$ cat config.mk
export PLATFORM = sky130hd
export DESIGN_NAME = undercurrent_fault_response
export DESIGN_NICKNAME = d
export VERILOG_FILES = /design/src/core/uc_fault_pkg.sv /design/src/core/undercurrent_fault_response.sv
export SDC_FILE = /design/constraint.sdc
export NUM_CORES = 1
export LEC_CHECK = 0
export BUFFER_PORTS_ARGS = -buffer_cell sky130_fd_sc_hd__buf_2
export CORE_MARGIN = 2
export CORE_UTILIZATION = 29
export DETAILED_ROUTE_END_ITERATION = 16
export GPL_TIMING_DRIVEN = 0
export SYNTH_ARGS = -nofsm -noshare
export SYNTH_HDL_FRONTEND = slang
export SYNTH_SLANG_ARGS = --single-unit
$ cat constraint.sdc
create_clock -name I_CLK -period 2.65 [get_ports I_CLK]
set_input_delay 0.795 -clock I_CLK [delete_from_list [all_inputs] [get_ports I_CLK]]
set_output_delay 0.795 -clock I_CLK [all_outputs]
set_load 0.005 [all_outputs]
$ cat src/core/uc_fault_pkg.sv
package uc_fault_pkg;

  // Command codes of the two registers held by this block.
  localparam logic [7:0] ADDR_UC_ACTION = 8'h4C;
  localparam logic [7:0] ADDR_OT_THRESHOLD = 8'h4F;

  // Reset values.
  localparam logic [7:0] UC_ACTION_RESET = 8'h00;
  localparam logic [15:0] OT_THRESHOLD_RESET = 16'h0000;
  localparam logic [15:0] READ_UNMAPPED = 16'h0000;

  // Response field codes.
  localparam logic [1:0] RESP_IGNORE = 2'h0;
  localparam logic [1:0] RESP_RUN_THEN_RETRY = 2'h1;
  localparam logic [1:0] RESP_DISABLE_RETRY = 2'h2;
  localparam logic [1:0] RESP_DISABLE_UNTIL_OK = 2'h3;

  // Retry field codes.
  localparam logic [2:0] RETRY_NONE = 3'h0;
  localparam logic [2:0] RETRY_FOREVER = 3'h7;

  // Timing: the unit times (hold in microseconds, retry in nanoseconds) and the clock rate.
  localparam int CLK_FREQ_HZ = 20000000;
  localparam int HOLD_UNIT_US = 10000;
  localparam int RETRY_UNIT_NS = 8200000;
  localparam int HOLD_UNIT_CYCLES_DEF = (CLK_FREQ_HZ / 1000000) * HOLD_UNIT_US;
  localparam int RETRY_UNIT_CYCLES_DEF = (CLK_FREQ_HZ / 1000000) * (RETRY_UNIT_NS / 1000);
  localparam int UNIT_CNT_W = 18;

  // Field layout of the undercurrent action register, bit 7 first.
  typedef struct packed {
    logic [1:0] response;
    logic [2:0] retries;
    logic [2:0] delay;
  } uc_action_type;

  typedef enum logic [2:0] {
    ST_RUN = 3'b000,
    ST_HOLD = 3'b001,
    ST_OFF_WAIT = 3'b010,
    ST_ATTEMPT = 3'b011,
    ST_LATCH_OFF = 3'b100,
    ST_OFF_UNTIL_OK = 3'b101
  } state_type;

endpackage : uc_fault_pkg

$ cat src/core/undercurrent_fault_response.sv
`timescale 1ns/10ps
module undercurrent_fault_response
  import uc_fault_pkg::*;
#(
  parameter int HOLD_UNIT_CYCLES = HOLD_UNIT_CYCLES_DEF,
  parameter int RETRY_UNIT_CYCLES = RETRY_UNIT_CYCLES_DEF
) (
  input wire logic I_CLK,
  input wire logic I_RSTN,
  input wire logic I_CE,
  input wire logic I_UC_FAULT,
  input wire logic I_OUT_CMD_ON,
  input wire logic I_OTHER_SHUTDOWN,
  input wire logic I_FAULT_CLR,
  input wire logic I_REG_WR,
  input wire logic I_REG_RD,
  input wire logic [7:0] I_REG_ADDR,
  input wire logic [15:0] I_REG_WDATA,
  output logic [15:0] O_REG_RDATA,
  output logic O_OUTPUT_EN,
  output logic O_UC_STATUS,
  output logic O_HOST_ALERT_LINE_N
);

  uc_action_type undercurrent_fault_action;
  logic [15:0] overtemp_fault_threshold;
  logic uc_meta;
  logic uc_fault;
  state_type state;
  state_type next_state;
  logic [UNIT_CNT_W-1:0] unit_cnt;
  logic [2:0] units_left;
  logic timer_hold;
  logic timer_done;
  logic timer_load;
  logic timer_clear;
  logic load_hold;
  logic [2:0] attempts;
  logic attempt_inc;
  logic attempt_clr;
  logic abort;
  logic [UNIT_CNT_W-1:0] unit_last;
  logic next_status;
  logic next_output_en;
  logic [15:0] next_rdata;
  logic no_retry;
  logic retry_left;
  logic attempts_full;

  // Register writes; the 8-bit register takes the low byte.
  // Writes to other command codes are dropped without effect.
  always_ff @(posedge I_CLK) begin
    if (!I_RSTN) begin
      undercurrent_fault_action <= UC_ACTION_RESET;
      overtemp_fault_threshold <= OT_THRESHOLD_RESET;
    end else if (I_CE && I_REG_WR) begin
      if (I_REG_ADDR == ADDR_UC_ACTION) begin
        undercurrent_fault_action <= I_REG_WDATA[7:0];
      end
      if (I_REG_ADDR == ADDR_OT_THRESHOLD) begin
        overtemp_fault_threshold <= I_REG_WDATA;
      end
    end
  end

  // Register reads are captured so the data output comes from a flop.
  always_comb begin
    case (I_REG_ADDR)
      ADDR_UC_ACTION: next_rdata = {8'h00, undercurrent_fault_action};
      ADDR_OT_THRESHOLD: next_rdata = overtemp_fault_threshold;
      default: next_rdata = READ_UNMAPPED;
    endcase
  end

  always_ff @(posedge I_CLK) begin
    if (!I_RSTN) begin
      O_REG_RDATA <= READ_UNMAPPED;
    end else if (I_CE && I_REG_RD) begin
      O_REG_RDATA <= next_rdata;
    end
  end

  // The fault comparator is asynchronous to this clock.
  // Only the second flop is read, so logic never sees a metastable level.
  always_ff @(posedge I_CLK) begin
    if (!I_RSTN) begin
      uc_meta <= 1'b0;
      uc_fault <= 1'b0;
    end else if (I_CE) begin
      uc_meta <= I_UC_FAULT;
      uc_fault <= uc_meta;
    end
  end

  // Sticky status; a fault present in the clearing cycle keeps it set.
  always_comb begin
    next_status = uc_fault | (O_UC_STATUS & ~I_FAULT_CLR);
  end

  // Alert is the inverse of the same next value, so the two never disagree.
  always_ff @(posedge I_CLK) begin
    if (!I_RSTN) begin
      O_UC_STATUS <= 1'b0;
      O_HOST_ALERT_LINE_N <= 1'b1;
    end else if (I_CE) begin
      O_UC_STATUS <= next_status;
      O_HOST_ALERT_LINE_N <= ~next_status;
    end
  end

  // Delay timer: units_left whole units, each of the selected length.
  always_comb begin
    if (timer_hold) begin
      unit_last = UNIT_CNT_W'(HOLD_UNIT_CYCLES - 1);
    end else begin
      unit_last = UNIT_CNT_W'(RETRY_UNIT_CYCLES - 1);
    end
  end

  // Done in the cycle that empties the timer, so attempt starts sit one interval apart.
  always_comb begin
    timer_done = 1'b0;
    if (units_left == 3'h0) begin
      timer_done = 1'b1;
    end else if (units_left == 3'h1 && unit_cnt == unit_last) begin
      timer_done = 1'b1;
    end
  end

  always_ff @(posedge I_CLK) begin
    if (!I_RSTN) begin
      unit_cnt <= '0;
      units_left <= 3'h0;
      timer_hold <= 1'b0;
    end else if (I_CE) begin
      if (timer_clear) begin
        unit_cnt <= '0;
        units_left <= 3'h0;
      end else if (timer_load) begin
        unit_cnt <= '0;
        units_left <= undercurrent_fault_action.delay;
        timer_hold <= load_hold;
      end else if (!timer_done) begin
        if (unit_cnt == unit_last) begin
          unit_cnt <= '0;
          units_left <= units_left - 3'h1;
        end else begin
          unit_cnt <= unit_cnt + UNIT_CNT_W'(1);
        end
      end
    end
  end

  // Attempt counter saturates, so endless retry never wraps into a limit.
  assign attempts_full = (attempts == RETRY_FOREVER);

  always_ff @(posedge I_CLK) begin
    if (!I_RSTN) begin
      attempts <= 3'h0;
    end else if (I_CE) begin
      if (attempt_clr) begin
        attempts <= 3'h0;
      end else if (attempt_inc && !attempts_full) begin
        attempts <= attempts + 3'h1;
      end
    end
  end

  // Retry field decode shared by the run, hold and off-wait states.
  assign no_retry = (undercurrent_fault_action.retries == RETRY_NONE);
  assign retry_left = (undercurrent_fault_action.retries == RETRY_FOREVER)
                      || (attempts < undercurrent_fault_action.retries);

  // A clear, a command off or another shutdown leaves every retry state.
  always_comb begin
    abort = I_FAULT_CLR | ~I_OUT_CMD_ON | I_OTHER_SHUTDOWN;
  end

  always_comb begin
    next_state = state;
    timer_load = 1'b0;
    timer_clear = 1'b0;
    load_hold = 1'b0;
    attempt_inc = 1'b0;
    attempt_clr = 1'b0;
    if (abort && state != ST_RUN) begin
      next_state = ST_RUN;
      timer_clear = 1'b1;
      attempt_clr = 1'b1;
    end else begin
      case (state)
        ST_RUN: begin
          if (uc_fault && I_OUT_CMD_ON && !I_OTHER_SHUTDOWN) begin
            case (undercurrent_fault_action.response)
              RESP_IGNORE: next_state = ST_RUN;
              RESP_RUN_THEN_RETRY: begin
                next_state = ST_HOLD;
                timer_load = 1'b1;
                load_hold = 1'b1;
              end
              RESP_DISABLE_RETRY: begin
                timer_load = 1'b1;
                attempt_clr = 1'b1;
                if (no_retry) begin
                  next_state = ST_LATCH_OFF;
                end else begin
                  next_state = ST_OFF_WAIT;
                end
              end
              default: next_state = ST_OFF_UNTIL_OK;
            endcase
          end
        end
        ST_HOLD: begin
          if (timer_done) begin
            if (!uc_fault) begin
              next_state = ST_RUN;
            end else if (no_retry) begin
              next_state = ST_LATCH_OFF;
            end else begin
              next_state = ST_OFF_WAIT;
              timer_load = 1'b1;
              attempt_clr = 1'b1;
            end
          end
        end
        ST_OFF_WAIT: begin
          if (timer_done) begin
            if (retry_left) begin
              next_state = ST_ATTEMPT;
              timer_load = 1'b1;
              attempt_inc = 1'b1;
            end else begin
              next_state = ST_LATCH_OFF;
            end
          end
        end
        ST_ATTEMPT: begin
          // A failed attempt keeps the running timer, so starts stay one interval apart.
          if (uc_fault) begin
            next_state = ST_OFF_WAIT;
          end else if (timer_done) begin
            next_state = ST_RUN;
            attempt_clr = 1'b1;
          end
        end
        ST_LATCH_OFF: next_state = ST_LATCH_OFF;
        ST_OFF_UNTIL_OK: begin
          if (!uc_fault) begin
            next_state = ST_RUN;
          end
        end
        default: next_state = ST_RUN;
      endcase
    end
  end

  // The clock enable freezes the machine, timer and counter together mid-wait.
  always_ff @(posedge I_CLK) begin
    if (!I_RSTN) begin
      state <= ST_RUN;
    end else if (I_CE) begin
      state <= next_state;
    end
  end

  // The output is on only in the states that keep regulating.
  always_comb begin
    case (next_state)
      ST_RUN: next_output_en = 1'b1;
      ST_HOLD: next_output_en = 1'b1;
      ST_ATTEMPT: next_output_en = 1'b1;
      ST_OFF_WAIT: next_output_en = 1'b0;
      ST_LATCH_OFF: next_output_en = 1'b0;
      ST_OFF_UNTIL_OK: next_output_en = 1'b0;
      default: next_output_en = 1'b0;
    endcase
    if (!I_OUT_CMD_ON || I_OTHER_SHUTDOWN) begin
      next_output_en = 1'b0;
    end
  end

  // Registered from the next state so the enable moves on the same edge as the state.
  always_ff @(posedge I_CLK) begin
    if (!I_RSTN) begin
      O_OUTPUT_EN <= 1'b0;
    end else if (I_CE) begin
      O_OUTPUT_EN <= next_output_en;
    end
  end

endmodule : undercurrent_fault_response

==> impl_metrics.env, run 1 <==
export IMPL_gp_congestion=0.852
export IMPL_period_needed_ps=2500
export IMPL_hold_buffers=0
export IMPL_grtUsageTotal_pct=14.4
export IMPL_die_w_um=117
export IMPL_grt_antenna_before_repair=2
export IMPL_die_area_um2=13600
export IMPL_maxSlewViolCount=0
export IMPL_routed_wl_um=9130
export IMPL_cts_buffer_depth=2
export IMPL_diodes=0
export IMPL_crit_path_end_kind="register"
export IMPL_tritoncts="yes"
export IMPL_grt_pass1_wl_um=15400
export IMPL_worst_ir_drop_vdd_mv=0.291
export IMPL_synth_cell_types=61
export IMPL_async_flop_share_pct=0
export IMPL_setup_violations=0
export IMPL_drtPass1Iterations=4
export IMPL_postRouteAntennaNets=0
export IMPL_synthTopCellsByArea="dfxtp_1 40%, nand2_1 6.1%, a21boi_0 4.7%, nor2_1 4.0%, mux2i_1 3.8%"
export IMPL_cts_root_buf="clkbuf_16"
export IMPL_p_sw_share_pct=26.5
export IMPL_cp_arrival_ps=2700
export IMPL_numPortBuffers=50
export IMPL_clock_power_share_pct=42.2
export IMPL_clkTransAtPathRegs_ps=60
export IMPL_io_pins=52
export IMPL_crit_type="reg2reg"
export IMPL_wl_per_cell_um=13.6
export IMPL_placed_area_um2=4150
export IMPL_p_int_w=0.00199
export IMPL_layout_commonest_cell="dfxtp_1"
export IMPL_crit_slowest_cell="a211oi_1"
export IMPL_path_cells="ha_1 -> and4_1 -> buf_4 -> nand4_1 -> a21o_1 -> nand2_1 -> a211oi_1 -> a21oi_1 -> mux2i_1"
export IMPL_routed_via_count=3261
export IMPL_first_global_vias=3185
export IMPL_power_frac_seq_pct=42.5
export IMPL_synth_top_area_share_pct=39.6
export IMPL_area_growth_syn_to_layout_pct=20.9
export IMPL_layout_nets=537
export IMPL_critPathMaxFanout=8
export IMPL_core_area_um2=12500
export IMPL_yosysWarningCount=0
export IMPL_cts_sinks=73
export IMPL_worstHoldPathType="reg2reg"
export IMPL_post_route_period_util_pct=94.2
export IMPL_hold_violations=0
export IMPL_ff2ff_setup_slack_ps=150
export IMPL_status="finished, final reports clean"
export IMPL_layout_drive_gt1_share_pct=17.5
export IMPL_cp_required_ps=2850
export IMPL_synth_nets=475
export IMPL_rsz0062_at_grt="false"
export IMPL_drc=0
export IMPL_cap_violations=0
export IMPL_synth_compound_area_share_pct=16.0
export IMPL_ys_flop_type="dfxtp_1"
export IMPL_power_frac_comb_pct=15.3
export IMPL_rows=41
export IMPL_ys_ff_latch=73
export IMPL_synth_mux_area_share_pct=3.80
export IMPL_slew_headroom_pct=55.3
export IMPL_synthCells=431
export IMPL_via_per_inst=4.87
export IMPL_p_sw_w=0.000719
export IMPL_yosys_area_share_xor_xnor_pct=3.80
export IMPL_worst_pin_slew_ps=666
export IMPL_grt_overflow_total=0
export IMPL_power_density_nw_per_um2=608
export IMPL_grt_max_degree=13
export IMPL_synth_top_family_by_area="simple AND/OR/NAND/NOR gates"
export IMPL_avgSynthCellArea_um2=8.56
export IMPL_finalInstanceArea_um2=4460
export IMPL_synth_top_area_cell="dfxtp_1"
export IMPL_dp_hpwl_um=6830
export IMPL_yosys_area_share_simple_pct=28.5
export IMPL_yosys_area_share_adder_pct=3.73
export IMPL_slowest_delay_ps=560
export IMPL_numCtsBuffers=9
export IMPL_drt_iter0_drc=131
export IMPL_layout_common_cells="73 x dfxtp_1, 60 x nand2_1, 54 x buf_2"
export IMPL_fill_cells=1315
export IMPL_skew_ps=4.16
export IMPL_cp_start_kind="register"
export IMPL_clock_fmax_ghz=0.400
export IMPL_die_height_um=117
export IMPL_syn_area_um2=3690
export IMPL_start_util_pct=29.5
export IMPL_fin_util_pct=35.6
export IMPL_synth_edf_count=0
export IMPL_htree_levels=3
export IMPL_leakagePower_nw=1.72
export IMPL_synth_yosys_seq_area_share_pct=39.6
export IMPL_insertion_delay_ps=330
[layer usage]
layer | track usage [%] | up-vias | share of wire, % | routed length [um]
met5 | 0 | - | 0.14 | 13
met4 | 4.63 | 2 | 1.2 | 108
met3 | 4.94 | 13 | 6.8 | 619
met2 | 22.5 | 87 | 44 | 3990
met1 | 18.6 | 1506 | 48 | 4400
li1 | - | 1653 | - | -
[registers in the layout, indices dropped and copies added (netlist names)]
name and count:
timer_hold 1, O_HOST_ALERT_LINE_N 1, O_REG_RDATA 16, uc_fault 1, undercurrent_fault_action 8, state 3
uc_meta 1, O_UC_STATUS 1, unit_cnt 18, attempts 3, O_OUTPUT_EN 1, overtemp_fault_threshold 16
units_left 3
[cells in the mapped netlist (3+ instances only)]
| cell | count |
|---|---|
| a21boi_0 | 23 |
| a21o_1 | 3 |
| a21oi_1 | 7 |
| a221oi_1 | 8 |
| and2_1 | 3 |
| and3_1 | 9 |
| and4_1 | 3 |
| buf_2 | 4 |
| buf_4 | 3 |
| clkbuf_1 | 14 |
| dfxtp_1 | 73 |
| ha_1 | 11 |
| inv_1 | 12 |
| mux2i_1 | 14 |
| nand2_1 | 60 |
| nand2b_1 | 5 |
| nand3_1 | 24 |
| nand4_1 | 11 |
| nor2_1 | 39 |
| nor2b_1 | 15 |
| nor3_1 | 4 |
| nor3b_1 | 9 |
| nor4b_1 | 3 |
| o21ai_0 | 9 |
| or3_1 | 3 |
| xor2_1 | 16 |
[kinds of logic after synthesis]
kind of cell	after synthesis
AO/OA/AOI/OAI	79
XOR/XNOR	16
adder cells (fa/ha/maj)	11
buffers and inverters	36
flip-flops	73
multiplexers	14
AND/OR/NAND/NOR	202
[power groups by stage]
stage	Combinational, W	Clock [W]	Sequential [W]
after floorplan	0.000289	0	0.00117
after global routing	0.000461	0.00122	0.00116
after global placement	0.000399	0	0.00117
final	0.000415	0.00114	0.00115
after CTS	0.000409	0.00117	0.00115
after detailed placement	0.000408	0	0.00118
[critical path, delay by kind of cell, from the launching register on]
kind	cells	cell delay (ps)
AND/OR/NAND/NOR	3	430
buffers and inverters	1	160
adder cells (fa/ha/maj)	1	230
multiplexers	1	180
flip-flops	1	330
AO/OA/AOI/OAI	3	1030
[stage by stage]
step | hold WS, ps | worst slack [ps] | cells | power [W] | setup TNS (ps)
3_5_place_dp | 455 | -388 | 653 | 0.00158 | -7490
5_1_grt | 486 | 2.26 | 670 | 0.00284 | 0
6_report | 465 | 153 | 670 | 0.00271 | 0
2_1_floorplan | 435 | 261 | 431 | 0.00146 | 0
4_1_cts | 466 | 10.2 | 669 | 0.00273 | 0
3_3_place_gp | 450 | -329 | 653 | 0.00157 | -5460
[layout make-up]
cell class / count / area (um2) / area share [%]
Clock buffer: 13 / 260 / 5.84
Sequential cell: 73 / 1460 / 32.8
Multi-Input combinational cell: 322 / 2070 / 46.5
Inverter: 12 / 45.0 / 1.01
Buffer: 24 / 121 / 2.72
Tap cell: 172 / 215 / 4.83
Clock inverter: 3 / 25.0 / 0.561
Timing Repair Buffer: 51 / 258 / 5.78
[timing repair]
item,in CTS,in global routing
gates resized for setup,1,2
pin swaps,0,1
endpoints found under the setup margin,10,19
setup buffers,0,1
[path summary, 6_finish.rpt]
path                      to  cells after the start             from
min reg2reg  O_REG_RDATA[15]                      2  O_REG_RDATA[15]
max              attempts[1]                      9      unit_cnt[0]
max reg2reg      attempts[1]                      9      unit_cnt[0]
min          O_REG_RDATA[15]                      2  O_REG_RDATA[15]
(Power assumes the default switching activity.)
==> run 2: changes to the inputs <==
--- a/config.mk
+++ b/config.mk
@@ -6,7 +6,6 @@
 export NUM_CORES = 1
 export LEC_CHECK = 0
 export BUFFER_PORTS_ARGS = -buffer_cell sky130_fd_sc_hd__buf_2
-export CORE_MARGIN = 2
 export CORE_UTILIZATION = 29
 export DETAILED_ROUTE_END_ITERATION = 16
 export GPL_TIMING_DRIVEN = 0
==> run 2 against run 1 <==
Clock-buffer cell count fell by 2. Global-route usage is 1.1 points higher. Sequential cell count is the same. Non-clock buffer count shrank 1. Critical path type is now in2reg. Highest routed layer unchanged.
==> impl_metrics.env, run 2 (same netlist as run 1, synthesis figures left out) <==
export IMPL_cp_common_cell="buf_2"
export IMPL_placed_area_um2=4150
export IMPL_critPathLaunch="I_REG_ADDR[5]"
export IMPL_diodes=0
export IMPL_core_area_um2=12200
export IMPL_slowest_delay_ps=310
export IMPL_cp_required_ps=2900
export IMPL_die_area_um2=13200
export IMPL_io_pins=52
export IMPL_grt_antenna_before_repair=1
export IMPL_cp_arrival_ps=2720
export IMPL_leakagePower_nw=1.73
export IMPL_cts_buffer_depth=2
export IMPL_fin_cells=665
export IMPL_power_frac_comb_pct=14.8
export IMPL_fin_util_pct=36.7
export IMPL_layout_nets=536
export IMPL_hold_violations=0
export IMPL_routed_via_count=3257
export IMPL_grt_pass1_wl_um=15700
export IMPL_wl_per_cell_um=14.3
export IMPL_ff2ff_setup_slack_ps=190
export IMPL_routed_wl_um=9520
export IMPL_cp_endpoint="overtemp_fault_threshold[10]"
export IMPL_p_int_w=0.00206
export IMPL_p_sw_w=0.000759
export IMPL_clock_power_share_pct=44.3
export IMPL_critPathMaxFanout=10
export IMPL_drtPass1Iterations=4
export IMPL_rsz0062_at_grt="false"
export IMPL_clock_fmax_ghz=0.405
export IMPL_dp_cells=649
export IMPL_crit_type="in2reg"
export IMPL_die_height_um=115
export IMPL_worst_ir_drop_vdd_mv=0.336
export IMPL_hold_buffers=0
export IMPL_worst_pin_slew_ps=543
export IMPL_dpl_worst_slack_ps=-620
export IMPL_period_needed_ps=2470
export IMPL_status="finished, final reports clean"
export IMPL_first_global_vias=3170
export IMPL_tritoncts="yes"
export IMPL_ff2ff_path_depth=11
export IMPL_area_growth_syn_to_layout_pct=21.5
export IMPL_slew_headroom_pct=63.6
export IMPL_path_cells="buf_2 -> nor4b_2 -> nand3_1 -> nor2_4 -> and3_1 -> clkbuf_1 -> buf_2 -> nand2_1 -> a21boi_0"
export IMPL_setup_ws_ps=180
export IMPL_drc=0
export IMPL_worstHoldPathType="reg2reg"
export IMPL_via_per_inst=4.90
export IMPL_gp_congestion=0.867
export IMPL_layout_common_cells="72 x dfxtp_1, 60 x nand2_1, 54 x buf_2"
export IMPL_insertion_delay_ps=330
export IMPL_r2r_start="unit_cnt[0]"
export IMPL_largest_register="unit_cnt"
export IMPL_grtUsageTotal_pct=15.5
export IMPL_htree_levels=3
export IMPL_largest_reg_flops=18
export IMPL_cts_sinks=73
export IMPL_layout_commonest_cell="dfxtp_1"
export IMPL_finalInstanceArea_um2=4480
export IMPL_r2r_end="unit_cnt[17]"
export IMPL_clkTransAtPathRegs_ps=60
export IMPL_cap_violations=0
export IMPL_critPathTopFamily="simple AND/OR/NAND/NOR gates"
export IMPL_drt_iter0_drc=171
export IMPL_postRouteAntennaNets=0
export IMPL_crit_path_end_kind="register"
export IMPL_rows=40
export IMPL_cts_root_buf="clkbuf_16"
export IMPL_reg_top3="unit_cnt x18, O_REG_RDATA x16, overtemp_fault_threshold x16"
export IMPL_setup_violations=0
export IMPL_numCtsBuffers=9
export IMPL_start_util_pct=30.2
export IMPL_die_w_um=115
export IMPL_postCtsResizedCells=5
export IMPL_grt_overflow_total=0
export IMPL_cp_start_kind="primary input"
export IMPL_crit_buf_inv=3
export IMPL_path_depth=9
export IMPL_postCtsSetupBuffers=0
export IMPL_dp_hpwl_um=6890
export IMPL_grt_max_degree=14
export IMPL_skew_ps=6.15
export IMPL_power_density_nw_per_um2=629
export IMPL_maxSlewViolCount=0
export IMPL_power_frac_seq_pct=40.9
export IMPL_p_sw_share_pct=26.9
export IMPL_post_route_period_util_pct=93.2
export IMPL_numPortBuffers=50
export IMPL_crit_slowest_cell="nor4b_2"
export IMPL_layout_drive_gt1_share_pct=17.9
[run 2: power groups by stage]
stage / Clock (W) / Combinational [W] / Sequential (W)
CTS: 0.00128 / 0.000417 / 0.00115
detailed placement: 0 / 0.000409 / 0.00118
global route: 0.00133 / 0.000463 / 0.00116
global placement: 0 / 0.000399 / 0.00117
finish: 0.00125 / 0.000418 / 0.00115
floorplan: 0 / 0.000289 / 0.00117
[run 2: tightest hold or removal path, stage by stage (launching register included)]
cell and delay, ps:
dfxtp_1 310, nand2_1 50, a21boi_0 60
[run 2: routing by layer]
| layer | GRT usage, % | routed length [um] |
|---|---|---|
| met1 | 19.3 | 4560 |
| met2 | 24.6 | 4210 |
| met3 | 5.06 | 578 |
| met4 | 6.58 | 167 |
| met5 | 0 | 10 |
[run 2: how the worst min path moves through the flow]
| stage | startpoint | end | slack, ps | cells past startpoint |
|---|---|---|---|---|
| finish | overtemp_fault_threshold[2] | overtemp_fault_threshold[2] | 460 | 2 |
| global route | O_REG_RDATA[15] | O_REG_RDATA[15] | 490 | 2 |
| CTS | overtemp_fault_threshold[2] | overtemp_fault_threshold[2] | 470 | 2 |
| detailed placement | O_REG_RDATA[9] | O_REG_RDATA[9] | 460 | 2 |
| global placement | overtemp_fault_threshold[2] | overtemp_fault_threshold[2] | 450 | 2 |
| floorplan | overtemp_fault_threshold[5] | overtemp_fault_threshold[5] | 430 | 2 |
[run 2: area by class of cell]
cell class	instances	area [um2]
fillers	1332	7730
well taps	168	210
clock buffers	11	243
repair buffers	50	250
inverters	12	45.0
plain buffers	24	121
flip-flops and latches	73	1460
multi-input cells	322	2090
clock inverters	5	63.8
[run 2: per-stage QoR]
| step | TNS (ps) | total power, W | hold slack (ps) |
|---|---|---|---|
| 2_1_floorplan | 0 | 0.00146 | 435 |
| 3_3_place_gp | -11530 | 0.00157 | 451 |
| 3_5_place_dp | -14590 | 0.00158 | 458 |
| 4_1_cts | 0 | 0.00285 | 466 |
| 5_1_grt | 0 | 0.00295 | 489 |
| 6_report | 0 | 0.00282 | 462 |
==> run 3: changes to the inputs <==
--- a/config.mk
+++ b/config.mk
@@ -6,9 +6,11 @@
 export NUM_CORES = 1
 export LEC_CHECK = 0
 export BUFFER_PORTS_ARGS = -buffer_cell sky130_fd_sc_hd__buf_2
-export CORE_UTILIZATION = 29
+export CORE_UTILIZATION = 55
 export DETAILED_ROUTE_END_ITERATION = 16
 export GPL_TIMING_DRIVEN = 0
+export MAX_ROUTING_LAYER = met4
+export PLACE_DENSITY = 0.77
 export SYNTH_ARGS = -nofsm -noshare
 export SYNTH_HDL_FRONTEND = slang
 export SYNTH_SLANG_ARGS = --single-unit
==> run 3 against run 2 <==
The run now ends with design-rule violations left. Via count increased by 2.0%. Highest routed layer is now met4. Register-to-register slack got worse by 40 ps. Wire length shrank 11%. Clock power decreased by 37%. Sequential share of layout area rose by 2.1 points. Global-route usage grew 10 points. Design area decreased by 6.0%. Critical path depth increased by 2.
==> impl_metrics.env, run 3 (same netlist as run 1, synthesis figures left out) <==
export IMPL_grt_pass1_wl_um=14300
export IMPL_area_growth_syn_to_layout_pct=14.2
export IMPL_first_global_vias=3106
export IMPL_setup_tns_ps=0
export IMPL_skew_ps=6.54
export IMPL_status="finished, violations left"
export IMPL_grt_antenna_before_repair=0
export IMPL_grt_max_degree=13
export IMPL_critPathMaxFanout=10
export IMPL_die_height_um=83.9
export IMPL_fill_cells=554
export IMPL_rsz0062_at_grt="true"
export IMPL_start_util_pct=57.4
export IMPL_hold_violations=0
export IMPL_total_power_w=0.00234
export IMPL_fin_util_pct=65.6
export IMPL_power_density_nw_per_um2=555
export IMPL_violations="design-rule violations"
export IMPL_routed_wl_um=8510
export IMPL_hold_buffers=0
export IMPL_die_w_um=83.9
export IMPL_setup_ws_ps=154
export IMPL_drtPass1Iterations=11
export IMPL_wl_per_cell_um=14.8
export IMPL_largest_reg_flops=18
export IMPL_clkTransAtPathRegs_ps=80
export IMPL_crit_path_end_kind="register"
export IMPL_htree_levels=3
export IMPL_leakagePower_nw=1.67
export IMPL_cp_required_ps=2890
export IMPL_worst_ir_drop_vdd_mv=0.305
export IMPL_cp_arrival_ps=2730
export IMPL_period_needed_ps=2500
export IMPL_layout_common_cells="72 x dfxtp_1, 60 x nand2_1, 54 x buf_2"
export IMPL_core_area_um2=6420
export IMPL_io_pins=52
export IMPL_via_per_inst=5.79
export IMPL_layout_drive_gt1_share_pct=17.5
export IMPL_cts_sinks=73
export IMPL_clock_fmax_ghz=0.401
export IMPL_largest_register="unit_cnt"
export IMPL_cap_violations=0
export IMPL_layout_commonest_cell="dfxtp_1"
export IMPL_drc=4
export IMPL_use_met2_pct=43.2
export IMPL_grt_most_used_layer="met2"
export IMPL_drt_iter0_drc=156
export IMPL_die_area_um2=7040
export IMPL_layout_nets=536
export IMPL_cts_buffer_depth=2
export IMPL_numPortBuffers=50
export IMPL_worst_pin_slew_ps=639
export IMPL_insertion_delay_ps=340
export IMPL_numCtsBuffers=9
export IMPL_tritoncts="yes"
export IMPL_regArea_um2=1460
export IMPL_grtUsageTotal_pct=25.8
export IMPL_grt_use_met3_pct=4.06
export IMPL_dp_hpwl_um=6210
export IMPL_grt_overflow_total=0
export IMPL_reg_top3="unit_cnt x18, O_REG_RDATA x16, overtemp_fault_threshold x16"
export IMPL_slew_headroom_pct=57.2
export IMPL_worstHoldPathType="reg2reg"
export IMPL_routed_via_count=3322
export IMPL_maxSlewViolCount=0
export IMPL_diodes=0
export IMPL_rows=29
export IMPL_setup_violations=0
export IMPL_grtUsageMet1_pct=30.9
export IMPL_gp_congestion=0.877
export IMPL_post_route_period_util_pct=94.2
export IMPL_crit_type="reg2reg"
export IMPL_multi_input_area_um2=2060
export IMPL_cp_start_kind="register"
export IMPL_hold_slack_ps=462
export IMPL_postRouteAntennaNets=0
export IMPL_dpl_worst_slack_ps=-317
export IMPL_cts_root_buf="clkbuf_8"
run 3: cell types whose count changed in the layout (fill, tap and decap cells not counted), sizes merged:
cell and change:
inv -1, clkinv +2, bufinv -1
run 3: final cells by class:
class                      instances  area share [%]
clock buffer                      11            3.36
sequential                        73            34.7
tap                               77            2.29
multi-input combinational        322            49.0
timing repair buffer              50            5.94
inverter                          12            1.07
buffer                            24            2.88
clock inverter                     5           0.743
run 3: final timing paths:
check	start	endpoint	slack, ps	cells after the start
hold / removal	O_REG_RDATA[15]	O_REG_RDATA[15]	460	2
setup reg to reg	unit_cnt[0]	unit_cnt[17]	150	11
setup / recovery	unit_cnt[0]	unit_cnt[17]	150	11
hold reg to reg	O_REG_RDATA[15]	O_REG_RDATA[15]	460	2
run 3: per-stage QoR:
step,cell area [um2],cells
floorplan,3690,431
global placement,4040,558
detailed placement,4040,558
CTS,4210,574
global route,4210,574
finish,4210,574
run 3: worst max-delay path, cell delays in order (launching register included):
cell      delay (ps)
dfxtp_1          370
ha_1             200
and4_1           190
buf_4            160
nand4_1          120
a21o_1           240
a2111o_1         420
buf_4            180
buf_6            150
nand4_1           90
xor2_1           200
nor2_1            60
run 3: layer usage:
metal / share of wire [%] / vias to the layer above
met5: 0 / -
li1: - / 1649
met1: 45 / 1564
met2: 49 / 93
met3: 4.8 / 16
met4: 1.7 / 0
run 3: timing repair:
| action | 4_1_cts | 5_1_grt |
|---|---|---|
| setup buffers | 0 | 0 |
| setup endpoints to repair | 0 | 26 |
| resized for setup | 0 | 2 |
run 3: power by group:
group          internal (W)  switching (W)
clock network      0.000363       0.000420
logic              0.000169       0.000237
registers           0.00113      0.0000222
